===== config.mk =====
export PLATFORM = sky130hd
export DESIGN_NAME = vic_top
export DESIGN_NICKNAME = d
export VERILOG_FILES = /design/src/vic_pkg.sv /design/src/vic_top.sv
export SDC_FILE = /design/constraint.sdc
export NUM_CORES = 1
export LEC_CHECK = 0
export BUFFER_PORTS_ARGS = -buffer_cell sky130_fd_sc_hd__buf_2
export CORE_ASPECT_RATIO = 0.9
export CORE_UTILIZATION = 25
export DETAILED_ROUTE_END_ITERATION = 12
export GPL_TIMING_DRIVEN = 1
export SETUP_SLACK_MARGIN = 0.05
export SLEW_MARGIN = 20
export SYNTH_ARGS = -nofsm -noshare
export SYNTH_HDL_FRONTEND = slang
export SYNTH_SLANG_ARGS = --single-unit

===== constraint.sdc =====
create_clock -name ref_clk -period 7.2 [get_ports ref_clk]
set_input_delay 1.44 -clock ref_clk [delete_from_list [all_inputs] [get_ports ref_clk]]
set_output_delay 1.44 -clock ref_clk [all_outputs]
set_load 0.01 [all_outputs]

===== src/vic_pkg.sv =====
// What this block does
// RULE1: Timer group register bits 7..4 hold four timer match request flags.
// RULE2: Timer group register bits 3..0 hold matching enables; all eight read/write, reset zero.
// RULE3: Serial register holds serial1 flag at bit 5, serial0 flag at bit 4.
// RULE4: Serial register holds serial1 enable at bit 1, serial0 enable at bit 0.
// RULE5: Serial register bits 7, 6, 3, 2 read zero and ignore writes.
// RULE6: A source event sets its request flag regardless of its enable.
// RULE7: A set flag vectors only when its enable bit is one.
// RULE8: Global enable at zero blocks every interrupt.
// RULE9: On acceptance next address is pushed, then the vector is loaded.
// RULE10: Return from interrupt pops the saved address to resume execution.
// RULE11: Servicing an interrupt clears the global enable automatically.
// RULE12: Requests during service still set and hold flags, taken later.
// RULE13: Software sets the global enable inside a routine to allow nesting.
// RULE14: No request is acknowledged while the stack is full.
// RULE15: Any set request flag wakes the device from sleep or idle.
// RULE16: Simultaneous requests resolve by fixed priority across vectors.
// RULE17: Vectors: pin 1 08h, comparator 1 10h, group 0 14h, group 1 18h.
// RULE18: Vectors: pin 2 30h, pin 3 34h, group 4 38h, group 5 3ch.
// RULE19: Service clears group and individual flags, never group sub-source flags.
// RULE20: A group flag sets when any of its sub-source flags becomes set.
// RULE21: Sub-source vectors only with own, group and global enables set.
// RULE22: Lowest vector address wins among simultaneous requests.
package vic_pkg;

  localparam int          VIC_PC_W        = 13;
  localparam int          VIC_STACK_DEPTH = 8;
  localparam int          VIC_SP_W        = 4;
  localparam int          VIC_NSRC        = 8;

  // Register byte offsets
  localparam logic [11:0] VIC_OFS_CTRL    = 12'h000;
  localparam logic [11:0] VIC_OFS_FLAGS   = 12'h004;
  localparam logic [11:0] VIC_OFS_TMR     = 12'h008;
  localparam logic [11:0] VIC_OFS_SER     = 12'h00c;
  localparam logic [11:0] VIC_OFS_STAT    = 12'h010;

  // Control register fields, reset values and serial write mask
  localparam int          VIC_CTRL_GIE    = 0;
  localparam int          VIC_CTRL_EN_LSB = 1;
  localparam logic [8:0]  VIC_CTRL_RST    = 9'h000;
  localparam logic [7:0]  VIC_FLAGS_RST   = 8'h00;
  localparam logic [7:0]  VIC_TMR_RST     = 8'h00;
  localparam logic [7:0]  VIC_SER_RST     = 8'h00;
  localparam logic [7:0]  VIC_SER_MASK    = 8'h33;

  // Status register fields
  localparam int          VIC_STAT_FULL   = 0;
  localparam int          VIC_STAT_WAKE   = 1;
  localparam int          VIC_STAT_SP_LSB = 4;
  localparam int          VIC_STAT_VEC_LSB = 8;

  // Source index, lowest index is highest priority
  localparam int          VIC_SRC_EXT1    = 0;
  localparam int          VIC_SRC_CMP1    = 1;
  localparam int          VIC_SRC_GRP0    = 2;
  localparam int          VIC_SRC_GRP1    = 3;
  localparam int          VIC_SRC_EXT2    = 4;
  localparam int          VIC_SRC_EXT3    = 5;
  localparam int          VIC_SRC_GRP4    = 6;
  localparam int          VIC_SRC_GRP5    = 7;

  localparam logic [7:0]  VIC_VEC_EXT1    = 8'h08;
  localparam logic [7:0]  VIC_VEC_CMP1    = 8'h10;
  localparam logic [7:0]  VIC_VEC_GRP0    = 8'h14;
  localparam logic [7:0]  VIC_VEC_GRP1    = 8'h18;
  localparam logic [7:0]  VIC_VEC_EXT2    = 8'h30;
  localparam logic [7:0]  VIC_VEC_EXT3    = 8'h34;
  localparam logic [7:0]  VIC_VEC_GRP4    = 8'h38;
  localparam logic [7:0]  VIC_VEC_GRP5    = 8'h3c;

  typedef struct packed {
    logic ext_pin1;
    logic comparator1;
    logic group0_src;
    logic group1_src;
    logic ext_pin2;
    logic ext_pin3;
    logic std_timer2_match_a;
    logic std_timer2_match_p;
    logic per_timer3_match_a;
    logic per_timer3_match_p;
    logic serial1;
    logic serial0;
  } vic_events_t;

  typedef struct packed {
    logic                boundary;
    logic                call_push;
    logic                ret_pop;
    logic [VIC_PC_W-1:0] next_pc;
  } vic_core_in_t;

  typedef struct packed {
    logic                pc_load;
    logic [VIC_PC_W-1:0] pc_load_addr;
    logic                ret_valid;
    logic [VIC_PC_W-1:0] ret_addr;
    logic                stack_full;
    logic                wake;
  } vic_core_out_t;

  typedef struct packed {
    logic [8:0]                               ctrl;
    logic [VIC_NSRC-1:0]                      flags;
    logic [7:0]                               tmr;
    logic [7:0]                               ser;
    logic [VIC_SP_W-1:0]                      sp;
    logic [VIC_STACK_DEPTH-1:0][VIC_PC_W-1:0] stack;
    logic [7:0]                               last_vec;
    logic                                     pc_load;
    logic [VIC_PC_W-1:0]                      pc_load_addr;
    logic                                     ret_valid;
    logic [VIC_PC_W-1:0]                      ret_addr;
    logic [31:0]                              prdata;
  } vic_state_t;

endpackage


===== src/vic_top.sv =====
`timescale 1ns/1ps
`default_nettype none
module vic_top
  import vic_pkg::*;
(
  input  wire logic          ref_clk,
  input  wire logic          nrst,
  input  wire logic          psel,
  input  wire logic          penable,
  input  wire logic          pwrite,
  input  wire logic [11:0]   paddr,
  input  wire logic [31:0]   pwdata,
  output logic [31:0]        prdata,
  output logic               pready,
  output logic               pslverr,
  input  wire vic_events_t   events,
  input  wire vic_core_in_t  core_in,
  output vic_core_out_t      core_out
);

  function automatic logic [7:0] vec_of(input logic [2:0] idx);
    case (idx)
      3'h0:    vec_of = VIC_VEC_EXT1;
      3'h1:    vec_of = VIC_VEC_CMP1;
      3'h2:    vec_of = VIC_VEC_GRP0;
      3'h3:    vec_of = VIC_VEC_GRP1;
      3'h4:    vec_of = VIC_VEC_EXT2;
      3'h5:    vec_of = VIC_VEC_EXT3;
      3'h6:    vec_of = VIC_VEC_GRP4;
      default: vec_of = VIC_VEC_GRP5;
    endcase
  endfunction

  function automatic logic addr_ok(input logic [11:0] a);
    addr_ok = (a == VIC_OFS_CTRL) || (a == VIC_OFS_FLAGS) || (a == VIC_OFS_TMR)
           || (a == VIC_OFS_SER) || (a == VIC_OFS_STAT);
  endfunction

  logic       rst_meta_ff;
  logic       rst_sync_n_ff;
  vic_state_t s_ff;
  vic_state_t nxt_s;

  // Reset released through two flops
  always_ff @(posedge ref_clk or negedge nrst) begin
    if (!nrst) begin
      rst_meta_ff   <= 1'b0;
      rst_sync_n_ff <= 1'b0;
    end else begin
      rst_meta_ff   <= 1'b1;
      rst_sync_n_ff <= rst_meta_ff;
    end
  end

  logic                wr;
  logic                full;
  logic                wake;
  logic [VIC_NSRC-1:0] ind_set;
  logic [VIC_NSRC-1:0] ind_en;
  logic [VIC_NSRC-1:0] req;
  logic [VIC_NSRC-1:0] clr;
  logic [3:0]          tm_set;
  logic [1:0]          ser_set;
  logic [7:0]          tmr_w;
  logic [7:0]          ser_w;
  logic [VIC_NSRC-1:0] flags_w;
  logic [2:0]          sel;
  logic                take;
  logic                g4_live;
  logic                g5_live;
  logic [31:0]         rd;

  always_comb begin
    nxt_s     = s_ff;
    wr        = psel && penable && pwrite && addr_ok(paddr);
    full      = (s_ff.sp == VIC_SP_W'(VIC_STACK_DEPTH));
    nxt_s.pc_load   = 1'b0;
    nxt_s.ret_valid = 1'b0;

    // RULE6: events set flags unconditionally
    tm_set  = {events.std_timer2_match_a, events.std_timer2_match_p,
               events.per_timer3_match_a, events.per_timer3_match_p};
    ser_set = {events.serial1, events.serial0};

    // RULE1: timer flags in 7..4; RULE2: enables in 3..0
    tmr_w = (wr && paddr == VIC_OFS_TMR) ? pwdata[7:0] : s_ff.tmr;
    tmr_w[7:4] = tmr_w[7:4] | tm_set;
    // RULE3: serial flags 5,4; RULE4: enables 1,0; RULE5: others stay zero
    ser_w = (wr && paddr == VIC_OFS_SER) ? (pwdata[7:0] & VIC_SER_MASK) : s_ff.ser;
    ser_w[5:4] = ser_w[5:4] | ser_set;
    nxt_s.tmr = tmr_w;
    nxt_s.ser = ser_w;

    if (wr && paddr == VIC_OFS_CTRL) begin
      nxt_s.ctrl = pwdata[8:0];
    end

    // RULE20: group flag follows any newly set sub-source flag
    // Sub enables gate only the vectoring path, not the group flag
    ind_set = '0;
    ind_set[VIC_SRC_EXT1] = events.ext_pin1;
    ind_set[VIC_SRC_CMP1] = events.comparator1;
    ind_set[VIC_SRC_GRP0] = events.group0_src;
    ind_set[VIC_SRC_GRP1] = events.group1_src;
    ind_set[VIC_SRC_EXT2] = events.ext_pin2;
    ind_set[VIC_SRC_EXT3] = events.ext_pin3;
    ind_set[VIC_SRC_GRP4] = |(tmr_w[7:4] & ~s_ff.tmr[7:4]);
    ind_set[VIC_SRC_GRP5] = |(ser_w[5:4] & ~s_ff.ser[5:4]);

    // RULE21: sub-source needs own, group and global enables
    g4_live = |(s_ff.tmr[7:4] & s_ff.tmr[3:0]);
    g5_live = |(s_ff.ser[5:4] & s_ff.ser[1:0]);

    // RULE7: flag vectors only with its enable
    ind_en = s_ff.ctrl[VIC_CTRL_EN_LSB +: VIC_NSRC];
    req    = s_ff.flags & ind_en;
    req[VIC_SRC_GRP4] = req[VIC_SRC_GRP4] & g4_live;
    req[VIC_SRC_GRP5] = req[VIC_SRC_GRP5] & g5_live;
    // RULE8: global enable gates every request
    req = req & {VIC_NSRC{s_ff.ctrl[VIC_CTRL_GIE]}};

    // RULE16: fixed priority; RULE22: lowest vector first
    sel = 3'h0;
    for (int i = VIC_NSRC - 1; i >= 0; i--) begin
      if (req[i]) begin
        sel = 3'(i);
      end
    end

    // RULE14: no acknowledge while stack full; pop same cycle defers take
    take = core_in.boundary && (|req) && !full && !core_in.ret_pop;

    clr = '0;
    if (take) begin
      clr[sel] = 1'b1;
    end

    // RULE19: only top-level flags clear on service
    // RULE12: set wins over clear so new requests are held
    flags_w = (wr && paddr == VIC_OFS_FLAGS) ? pwdata[7:0] : s_ff.flags;
    nxt_s.flags = (flags_w & ~clr) | ind_set;

    if (take) begin
      // RULE9: push next address then load vector
      nxt_s.stack[s_ff.sp[2:0]] = core_in.next_pc;
      nxt_s.sp                  = s_ff.sp + VIC_SP_W'(1);
      nxt_s.pc_load             = 1'b1;
      // RULE17: vectors of first bank; RULE18: vectors of second bank
      nxt_s.pc_load_addr        = VIC_PC_W'(vec_of(sel));
      nxt_s.last_vec            = vec_of(sel);
      // RULE11: service clears global enable, overriding a write
      nxt_s.ctrl[VIC_CTRL_GIE]  = 1'b0;
    end else if (core_in.call_push && !full) begin
      nxt_s.stack[s_ff.sp[2:0]] = core_in.next_pc;
      nxt_s.sp                  = s_ff.sp + VIC_SP_W'(1);
    end else if (core_in.ret_pop && s_ff.sp != '0) begin
      // RULE10: return pops saved address
      nxt_s.ret_addr  = s_ff.stack[3'(s_ff.sp - VIC_SP_W'(1))];
      nxt_s.ret_valid = 1'b1;
      nxt_s.sp        = s_ff.sp - VIC_SP_W'(1);
    end

    // RULE15: any set flag requests wake
    wake = (|s_ff.flags) || (|s_ff.tmr[7:4]) || (|s_ff.ser[5:4]);

    rd = 32'h0000_0000;
    case (paddr)
      VIC_OFS_CTRL:  rd[8:0] = s_ff.ctrl;
      VIC_OFS_FLAGS: rd[7:0] = s_ff.flags;
      VIC_OFS_TMR:   rd[7:0] = s_ff.tmr;
      VIC_OFS_SER:   rd[7:0] = s_ff.ser;
      VIC_OFS_STAT: begin
        rd[VIC_STAT_FULL]                = full;
        rd[VIC_STAT_WAKE]                = wake;
        rd[VIC_STAT_SP_LSB +: VIC_SP_W]  = s_ff.sp;
        rd[VIC_STAT_VEC_LSB +: 8]        = s_ff.last_vec;
      end
      default:       rd = 32'h0000_0000;
    endcase
    // Data captured in setup so prdata is a flop by the access phase
    if (psel && !penable) begin
      nxt_s.prdata = rd;
    end
  end

  always_ff @(posedge ref_clk or negedge rst_sync_n_ff) begin
    if (!rst_sync_n_ff) begin
      s_ff              <= '0;
      s_ff.ctrl         <= VIC_CTRL_RST;
      s_ff.flags        <= VIC_FLAGS_RST;
      s_ff.tmr          <= VIC_TMR_RST;
      s_ff.ser          <= VIC_SER_RST;
    end else begin
      s_ff <= nxt_s;
    end
  end

  assign prdata              = s_ff.prdata;
  assign pready              = psel && penable;
  assign pslverr             = psel && penable && !addr_ok(paddr);
  assign core_out.pc_load      = s_ff.pc_load;
  assign core_out.pc_load_addr = s_ff.pc_load_addr;
  assign core_out.ret_valid    = s_ff.ret_valid;
  assign core_out.ret_addr     = s_ff.ret_addr;
  assign core_out.stack_full   = full;
  assign core_out.wake         = wake;

endmodule
`default_nettype wire


==> run_results.csv, run 1 <==
group,metric,value,unit
clocking,cts_buffer_depth,2,
sta,slew_violations,0,
global_route,grt_first_pass_wirelength,31330,um
synthesis,yosys_most_used_dff,"dfrtp_1",
routing,via_per_inst,4.469,
placement,dpl.cell_count,1146,
critical_path,ff2ff_path_depth,10,
final_layout,drive_gt1_share,37.15,%
final_layout,area_growth,14.04,%
global_route,antenna_found_initial,4,
clocking,numCtsBuffers,17,
sta,clock_skew,0.01051,ns
critical_path,slowest_stage,"nand4b_1",
critical_path,critPathCapture,"s_ff[97]",
clocking,postCtsSetupRepairBufs,0,
global_route,grt_pass1_vias,5422,
clocking,cts_resized,0,
critical_path,crit_path_end_kind,"register",
routing,totalWireLength,19580,um
sta,hold_ws,0.2710,ns
critical_path,setup.worst_path.start,"s_ff[172]",
global_route,grt_use_total,11.82,%
sta,min_period_over_period,58.91,%
clocking,cts_tree,"built",
pwr,power_density,390.6,nW/um^2
critical_path,cp_num_buf_inv,3,
run,cap_violations,0,
pwr,p_total,3.804,mW
sta,max_slew.worst_pin.slew,1.062,ns
critical_path,critPathKind,"reg2reg",
clocking,postCtsHoldBufs,0,
synthesis,synth_edf_count,0,
final_layout,postLayoutCoreUtil,29.27,%
placement,placed_cell_area,9111,um^2
sta,slew_headroom,28.86,%
floorplanning,coreArea,33260,um^2
synthesis,seq_area_frac_synth,50.11,%
critical_path,reg2reg_to,"s_ff[97]",
global_route,grt_remaining_overflow,0,
synthesis,synthDistinctLibCells,56,
final_layout,fin_area,9738,um^2
pwr,vdd_ir_drop_max,0.1701,mV
sta,hold_viol,0,
clocking,htreeDepth,4,
floorplanning,dieArea,34900,um^2
routing,wire_per_inst,16.60,um
sta,setup_viol,0,
critical_path,cp.depth,10,
critical_path,path_cells,"buf_4 -> inv_1 -> ha_1 -> nand3b_1 -> inv_1 -> nor3b_2 -> o31ai_4 -> nand2_4 -> nand4b_1 -> mux2_2",
critical_path,path_delay_family,"simple AND/OR/NAND/NOR gates",
final_layout,final_nets,790,
clocking,clock_sinks,171,
critical_path,cp_max_fo,33,
floorplanning,ioPinCount,141,
sta,min_period,4.241,ns
critical_path,critical_path_arrival,4.55,ns
synthesis,syn_area_per_cell,12.88,um^2
routing,ant_nets,0,
sta,rsz0062_at_grt,"false",
critical_path,r2r_setup_slack,2.96,ns
critical_path,slowest_delay,0.84,ns
routing,first_pass_iters,5,
critical_path,startpoint_type,"register",
synthesis,netlist_area,8539,um^2
final_layout,instances_no_fill,1180,
floorplanning,die_width,196.8,um
routing,vias,5273,
floorplanning,initial_core_util,25.67,%
run_status,status,"finished, final reports clean",
sta,fmax,235.8,MHz
synthesis,ys.warnings.count,0,
floorplanning,die_h,177.3,um
placement,place.detailed.hpwl,13220,um
critical_path,rr_startpoint,"s_ff[172]",
placement,io_buffers,89,
pwr,p_leak,4.262,nW
routing,drt_iter0_markers,291,
placement,dp_slack,2.905,ns
clocking,clkTransAtPathRegs,0.07,ns
global_route,grt_max_degree,76,
synthesis,netlist_instances,663,
synthesis,async_flop_share,100.0,%
clocking,clkLatencyLatePin,0.43,ns
critical_path,required,7.51,ns
sta,worst_slack,2.959,ns
routing,drc_errors,0,
critical_path,cp_common_cell,"inv_1",
floorplanning,num_rows,63,
hold_path,hold_path_class,"reg2async",
placement,routabilityCongestion,0.7869,
sta,tns,0,ns
synthesis,ys_seq_elements,171,
clocking,root_buffer,"clkbuf_16",
[routing by layer]
layer	track usage, %	wire (um)	vias to the layer above	part of all wire, %
met5	0	34	-	0.17
met4	3.650	272	6	1.4
met3	3.003	799	24	4.1
met2	18.93	9482	99	48
met1	15.64	8994	2712	46
li1	-	-	2432	-
[cells by family after synthesis]
group | synth area share (%)
flip-flops | 50.11
multiplexers | 26.26
AND/OR/NAND/NOR | 6.784
buffers and inverters | 7.795
AO/OA/AOI/OAI | 8.264
XOR/XNOR | 0.4103
adder cells (fa/ha/maj) | 0.2930
other | 0.08794
[registers in the layout, summed over array words and instances, names as in the netlist]
name,flops
s_ff,133
core_out,15
prdata,13
ind_en,8
rst_meta_ff,1
rst_sync_n_ff,1
[worst reg2reg max path, stage by stage (launching register included)]
cell      delay (ns)
dfrtp_2         0.34
buf_4           0.53
inv_1           0.31
ha_1            0.37
nand3b_1        0.21
inv_1           0.13
nor3b_2         0.40
o31ai_4         0.22
nand2_4         0.16
nand4b_1        0.84
mux2_2          0.61
[where the power goes]
| part | switching, mW | internal, mW |
|---|---|---|
| Combinational | 0.600 | 0.762 |
| Sequential | 0.185 | 1.31 |
| Clock | 0.419 | 0.527 |
[layout make-up]
cell class / count / area (um^2)
fillers: 3419 / 23530
flip-flops and latches: 171 / 4284
multi-input cells: 411 / 3707
well taps: 455 / 569.3
repair buffers: 98 / 525.5
clock buffers: 18 / 429.2
clock inverters: 14 / 175.2
inverters: 12 / 45.04
diodes: 1 / 2.502
[layout by cell type (no fill, tap or decap), drive strengths merged, types with 9 or more instances in the layout]
cell    netlist  layout
dfrtp       171     171
nand2        24      24
buf          79      98
nor2b         9       9
nor2         29      29
mux4         27      27
o21ai        16      16
mux2        118     118
clkbuf       17      18
inv          12      21
conb          2      29
nand3         9       9
a22o         17      17
mux2i        23      23
a21oi        29      29
[Yosys cell counts, types with 4 or more instances]
master	instances	area, um^2
clkbuf_1	17	63.81
a22oi_1	6	45.04
buf_1	5	18.77
o21bai_1	4	30.03
mux2_1	17	191.4
nand3_1	9	45.04
and3_1	4	25.02
nand2_1	23	86.33
nor4_1	6	37.54
buf_2	10	50.05
a211o_1	4	35.03
o21ai_0	16	80.08
mux2i_1	23	230.2
mux2_4	20	300.3
inv_1	12	45.04
mux4_2	27	608.1
nor3_1	5	25.02
nor2_1	29	108.9
and2_1	5	31.28
dfrtp_1	171	4279
buf_4	62	465.5
a21oi_1	29	145.1
mux2_2	81	912.1
a22o_1	17	148.9
nor2b_1	9	56.30
[how the worst min path moves through the flow]
| stage | to |
|---|---|
| after floorplan | rst_sync_n_ff |
| after global placement | rst_sync_n_ff |
| after detailed placement | rst_sync_n_ff |
| after CTS | rst_sync_n_ff |
| after global routing | s_ff[173] |
| final | s_ff[173] |
(Power assumes the default switching activity.)
==> run 2, diff against run 1 <==
==> constraint.sdc (replaced) <==
create_clock -name ref_clk -period 4.1 [get_ports ref_clk]
set_input_delay 0.82 -clock ref_clk [delete_from_list [all_inputs] [get_ports ref_clk]]
set_output_delay 0.82 -clock ref_clk [all_outputs]
set_load 0.01 [all_outputs]
==> run_results.csv, run 2 (synthesis results as in run 1) <==
group,metric,value,unit
run_status,status,"finished, final reports clean",
routing,wire_per_inst,16.51,um
pwr,power.share.clock,23.5,%
global_route,grt_remaining_overflow,0,
pwr,sw_frac_of_total,31.35,%
critical_path,crit_path_end_kind,"register",
placement,dpl.cell_count,1153,
global_route,grt_first_pass_wirelength,31120,um
floorplanning,initial_core_util,25.67,%
routing,met2WireLength,9238,um
pwr,switching_power,2.060,mW
sta,slew_headroom,35.04,%
floorplanning,ioPinCount,141,
final_layout,largest_reg_flops,133,
sta,fmax,301.8,MHz
clocking,cts_resized,0,
final_layout,layout_commonest_cell,"dfrtp_1",
global_route,grt_max_degree,69,
routing,wl_met1,9052,um
critical_path,critPathCapture,"s_ff[80]",
clocking,postCtsHoldBufs,0,
sta,rsz0062_at_grt,"false",
floorplanning,num_rows,63,
sta,max_slew.worst_pin.slew,0.9744,ns
routing,ant_nets,0,
global_route,antenna_found_initial,4,
hold_path,hold_path_class,"in2async",
final_layout,area_growth,14.04,%
sta,min_period,3.313,ns
routing,top_layer,"met5",
global_route,grt_pass1_vias,5355,
clocking,clkTransAtPathRegs,0.07,ns
routing,first_pass_iters,5,
placement,place.detailed.hpwl,13210,um
sta,setup_viol,0,
final_layout,fin_area,9738,um^2
floorplanning,die_h,177.3,um
clocking,root_buffer,"clkbuf_16",
routing,vias,5349,
pwr,p_comb_share,36.3,%
critical_path,reg2reg_to,"s_ff[80]",
placement,routabilityCongestion,0.8158,
clocking,clock_sinks,171,
floorplanning,coreArea,33260,um^2
critical_path,startpoint_type,"register",
final_layout,final_cell_mix,"dfrtp_1 (169), buf_2 (89), mux2_2 (81)",
final_layout,largest_register,"s_ff",
routing,drt_iter0_markers,414,
final_layout,n_fill_cell,3425,
global_route,grt_use_total,11.76,%
routing,totalWireLength,19610,um
pwr,seq_power_share,40.2,%
critical_path,r2r_setup_slack,0.79,ns
routing,dr_wl_met3,930,um
routing,drc_errors,0,
sta,hold_viol,0,
sta,slew_violations,0,
pwr,intPower,4.511,mW
clocking,postCtsSetupRepairBufs,0,
critical_path,required,4.41,ns
clocking,clkLatencyLatePin,0.43,ns
final_layout,drive_gt1_share,37.26,%
clocking,numCtsBuffers,17,
floorplanning,dieArea,34900,um^2
floorplanning,die_width,196.8,um
final_layout,final_nets,796,
clocking,cts_buffer_depth,2,
placement,placed_cell_area,9176,um^2
clocking,cts_tree,"built",
sta,clock_skew,0.007532,ns
final_layout,postLayoutCoreUtil,29.27,%
critical_path,critical_path_arrival,3.63,ns
pwr,power_density,674.7,nW/um^2
final_layout,instances_no_fill,1188,
critical_path,rr_startpoint,"s_ff[173]",
critical_path,cp_max_fo,13,
placement,io_buffers,89,
sta,min_period_over_period,80.81,%
sta,tns,0,ns
pwr,vdd_ir_drop_max,0.3303,mV
clocking,htreeDepth,4,
run,cap_violations,0,
pwr,p_leak,4.248,nW
critical_path,setup.worst_path.start,"s_ff[173]",
routing,via_per_inst,4.503,
critical_path,ff2ff_path_depth,9,
critical_path,critPathKind,"reg2reg",
-- run 2: cell count changes in the layout (fill, tap and decap cells not counted), sizes merged --
| cell | previous run | this run |
|---|---|---|
| clkinvlp | 1 | 5 |
| buf | 98 | 104 |
| bufinv | 2 | 1 |
| inv | 21 | 15 |
| clkbuf | 18 | 21 |
| diode | 1 | 3 |
-- run 2: final cells by class --
| class | count | area, um^2 | share of cell area [%] |
|---|---|---|---|
| Inverter | 12 | 45.04 | 0.4625 |
| Tap cell | 455 | 569.3 | 5.846 |
| Timing Repair Buffer | 104 | 570.5 | 5.859 |
| Antenna cell | 3 | 7.507 | 0.07709 |
| Multi-Input combinational cell | 411 | 3707 | 38.07 |
| Sequential cell | 171 | 4284 | 43.99 |
| Clock buffer | 21 | 440.4 | 4.523 |
| Clock inverter | 11 | 113.9 | 1.169 |
-- run 2: power groups by stage --
stage               Sequential (mW)  Clock [mW]  Combinational [mW]
detailed placement             2.66           0                2.43
CTS                            2.64        1.59                2.43
global placement               2.64           0                2.39
floorplan                      2.56           0                1.99
finish                         2.64        1.54                2.38
global route                   2.73        1.65                2.61
-- run 2: worst min-delay path by stage --
stage                            from       endpoint  slack, ns
after CTS                        nrst  rst_sync_n_ff       0.14
after global placement    rst_meta_ff  rst_sync_n_ff       0.34
after detailed placement  rst_meta_ff  rst_sync_n_ff       0.34
after global routing             nrst  rst_sync_n_ff       0.14
after floorplan           rst_meta_ff  rst_sync_n_ff       0.33
final                            nrst  rst_sync_n_ff       0.16
-- run 2: critical path: stages (launching register included) --
cell and delay, ns:
dfrtp_1 0.49, inv_1 0.17, ha_1 0.29, nand3b_1 0.20
inv_1 0.11, nor3b_2 0.40, o31ai_4 0.22, nand2_4 0.16
and2_1 0.74, mux2_2 0.41
-- run 2: per-layer routing --
layer	up-vias	track usage, %
met4	4	4.199
li1	2441	-
met5	-	0
met2	127	18.30
met3	28	3.250
met1	2749	15.63
-- run 2: stage by stage --
stage | total power, mW | setup WS (ns) | hold slack [ns]
after floorplan | 4.547 | 1.273 | 0.3311
after global placement | 5.025 | 0.8791 | 0.3378
after detailed placement | 5.088 | 0.7942 | 0.3420
after CTS | 6.659 | 0.7811 | 0.1415
after global routing | 6.986 | 0.4988 | 0.1446
final | 6.571 | 0.7867 | 0.1630
==> run 3, diff against run 2 <==
--- a/config.mk
+++ b/config.mk
@@ -5,6 +5,7 @@
 export SDC_FILE = /design/constraint.sdc
 export NUM_CORES = 1
 export LEC_CHECK = 0
+export ABC_AREA = 1
 export BUFFER_PORTS_ARGS = -buffer_cell sky130_fd_sc_hd__buf_2
 export CORE_ASPECT_RATIO = 0.9
 export CORE_UTILIZATION = 25
==> constraint.sdc (replaced) <==
create_clock -name ref_clk -period 2.66 [get_ports ref_clk]
set_input_delay 0.532 -clock ref_clk [delete_from_list [all_inputs] [get_ports ref_clk]]
set_output_delay 0.532 -clock ref_clk [all_outputs]
set_load 0.01 [all_outputs]
==> run_results.csv, run 3 <==
group,metric,value,unit
final_layout,instances_no_fill,1547,
run_status,status,"finished, final reports clean",
sta,rsz0062_at_grt,"false",
placement,routabilityCongestion,0.8940,
critical_path,required,2.13,ns
global_route,antenna_found_initial,0,
global_route,grt_first_pass_wirelength,36910,um
floorplanning,coreArea,33950,um^2
synthesis,synth_top_area_share,49.68,%
pwr,intPower,6.188,mW
synthesis,syn_area_per_cell,8.411,um^2
synthesis,seq_area_frac_synth,49.68,%
synthesis,ys_top_cells_by_area,"dfrtp_1 (50%), nand2_1 (11%), o21ai_1 (7.0%)",
synthesis,yosysMostFrequentCell,"nand2_1",
synthesis,synth_edf_count,0,
sta,setup_viol,0,
final_layout,largest_register,"s_ff",
floorplanning,initial_core_util,25.37,%
routing,drt_iter0_markers,600,
sta,hold_viol,0,
pwr,p_leak,4.804,nW
hold_path,hold_depth,3,
sta,max_slew.worst_pin.slew,0.7105,ns
synthesis,synthDistinctLibCells,42,
clocking,cts_tree,"built",
routing,via_per_inst,4.524,
placement,io_buffers,89,
global_route,grt_max_degree,61,
sta,fmax,421.3,MHz
final_layout,final_cell_mix,"nand2_1 (262), dfrtp_1 (169), o21ai_1 (120)",
sta,slew_headroom,52.63,%
clocking,clkTransAtPathRegs,0.07,ns
clocking,root_buffer,"clkbuf_16",
pwr,power_density,1045,nW/um^2
synthesis,synth_common_cells,"nand2_1 (262), dfrtp_1 (171), o21ai_1 (120)",
floorplanning,die_width,197.7,um
final_layout,largest_reg_flops,133,
synthesis,yosys_most_used_dff,"dfrtp_1",
clocking,clock_sinks,171,
routing,first_pass_iters,5,
pwr,sw_frac_of_total,39.68,%
sta,slew_violations,0,
pwr,vdd_ir_drop_max,0.6819,mV
final_layout,diodes,0,
final_layout,postLayoutCoreUtil,28.90,%
global_route,grt_pass1_vias,6651,
routing,totalWireLength,23110,um
critical_path,crit_path_end_kind,"output pin",
pwr,power.share.clock,25.7,%
critical_path,critPathKind,"in2out",
final_layout,final_nets,1151,
placement,dpl.cell_count,1514,
synthesis,ys_seq_elements,171,
placement,place.detailed.hpwl,15400,um
global_route,grt_use_total,13.78,%
clocking,clkLatencyLatePin,0.45,ns
pwr,p_comb_share,36.7,%
synthesis,synth.largest_area_cell,"dfrtp_1",
critical_path,ff2ff_path_depth,12,
pwr,seq_power_share,37.6,%
routing,vias,6998,
hold_path,hold_path_class,"in2reg",
synthesis,async_flop_share,100.0,%
floorplanning,ioPinCount,141,
pwr,p_total,10.26,mW
critical_path,cp_max_fo,8,
pwr,switching_power,4.070,mW
clocking,htreeDepth,4,
critical_path,critical_path_arrival,1.84,ns
routing,wire_per_inst,14.94,um
critical_path,startpoint_type,"input pin",
sta,min_period_over_period,89.24,%
global_route,grt_remaining_overflow,0,
floorplanning,num_rows,64,
synthesis,ys.warnings.count,0,
routing,ant_nets,0,
sta,tns,0,ns
final_layout,area_growth,13.93,%
final_layout,drive_gt1_share,15.76,%
routing,drc_errors,0,
sta,clock_skew,0.01205,ns
synthesis,netlist_area,8613,um^2
clocking,numCtsBuffers,17,
clocking,postCtsSetupRepairBufs,0,
synthesis,netlist_instances,1024,
final_layout,layout_commonest_cell,"nand2_1",
floorplanning,dieArea,35200,um^2
clocking,cts_buffer_depth,2,
sta,min_period,2.374,ns
floorplanning,die_h,178.1,um
run,cap_violations,0,
run 3: logic make-up after synthesis:
logic type / share of synthesized area [%]
AOI/OAI and AO/OA: 15.51
xor gates and xnor gates: 0.2034
other: 0.08719
and+or+nand+nor: 22.14
DFF: 49.68
buffers and inverters: 12.09
adders and majority gates: 0.2905
run 3: timing repair:
item,CTS,global route
hold buffers,1,0
gates resized for setup,0,1
endpoints found under the setup margin,0,1
hold endpoints to repair,2,0
run 3: power groups by stage:
stage | clock, mW | combinational [mW] | sequential, mW
6_report | 2.64 | 3.76 | 3.86
5_1_grt | 2.80 | 4.25 | 3.96
2_1_floorplan | 0 | 2.89 | 3.82
3_3_place_gp | 0 | 3.72 | 3.88
3_5_place_dp | 0 | 3.77 | 3.90
4_1_cts | 2.70 | 3.79 | 3.85
run 3: final timing paths:
path	slack [ns]	start	to
min	0.28	events[8]	s_ff[195]
max in group asynchronous	1.65	rst_sync_n_ff	prdata[1]
min reg2reg	0.29	rst_sync_n_ff	s_ff[177]
max reg2reg	0.37	s_ff[172]	s_ff[115]
min in group asynchronous	0.29	rst_sync_n_ff	s_ff[177]
max	0.29	paddr[11]	pslverr
run 3: through the flow:
stage	cell area, um^2	setup slack, ns	hold slack (ns)
2_1_floorplan	8718	0.1904	0.2364
3_3_place_gp	9175	0.3143	0.3089
3_5_place_dp	9175	0.2871	0.3216
4_1_cts	9804	0.2645	0.2683
5_1_grt	9813	0.1373	0.2893
6_report	9813	0.2861	0.2822
run 3: routing by layer:
metal  share of wire, %  wire, um  track usage (%)  vias to the layer above
met5                  0         0                0                        -
met4                2.8       648            5.685                        0
met3                6.4      1475            2.855                       33
met2                 43      9924            20.75                      267
met1                 48     11060            19.13                     3277
li1                   -         -                -                     3421
run 3: critical path, cell delays in order:
cell	delay, ns
buf_2	0.09
nor2_1	0.09
nand3_1	0.15
nor2_2	0.27
nand2_1	0.20
nand2_1	0.11
nor2_1	0.07
nand2_4	0.13
nor2_1	0.06
buf_2	0.14
run 3: final cells by class:
type	instances	area, um^2
inverters	80	305.3
flip-flops and latches	171	4284
clock inverters	14	180.2
multi-input cells	693	3403
fillers	3660	24140
well taps	462	578.1
repair buffers	109	623.1
clock buffers	18	439.2
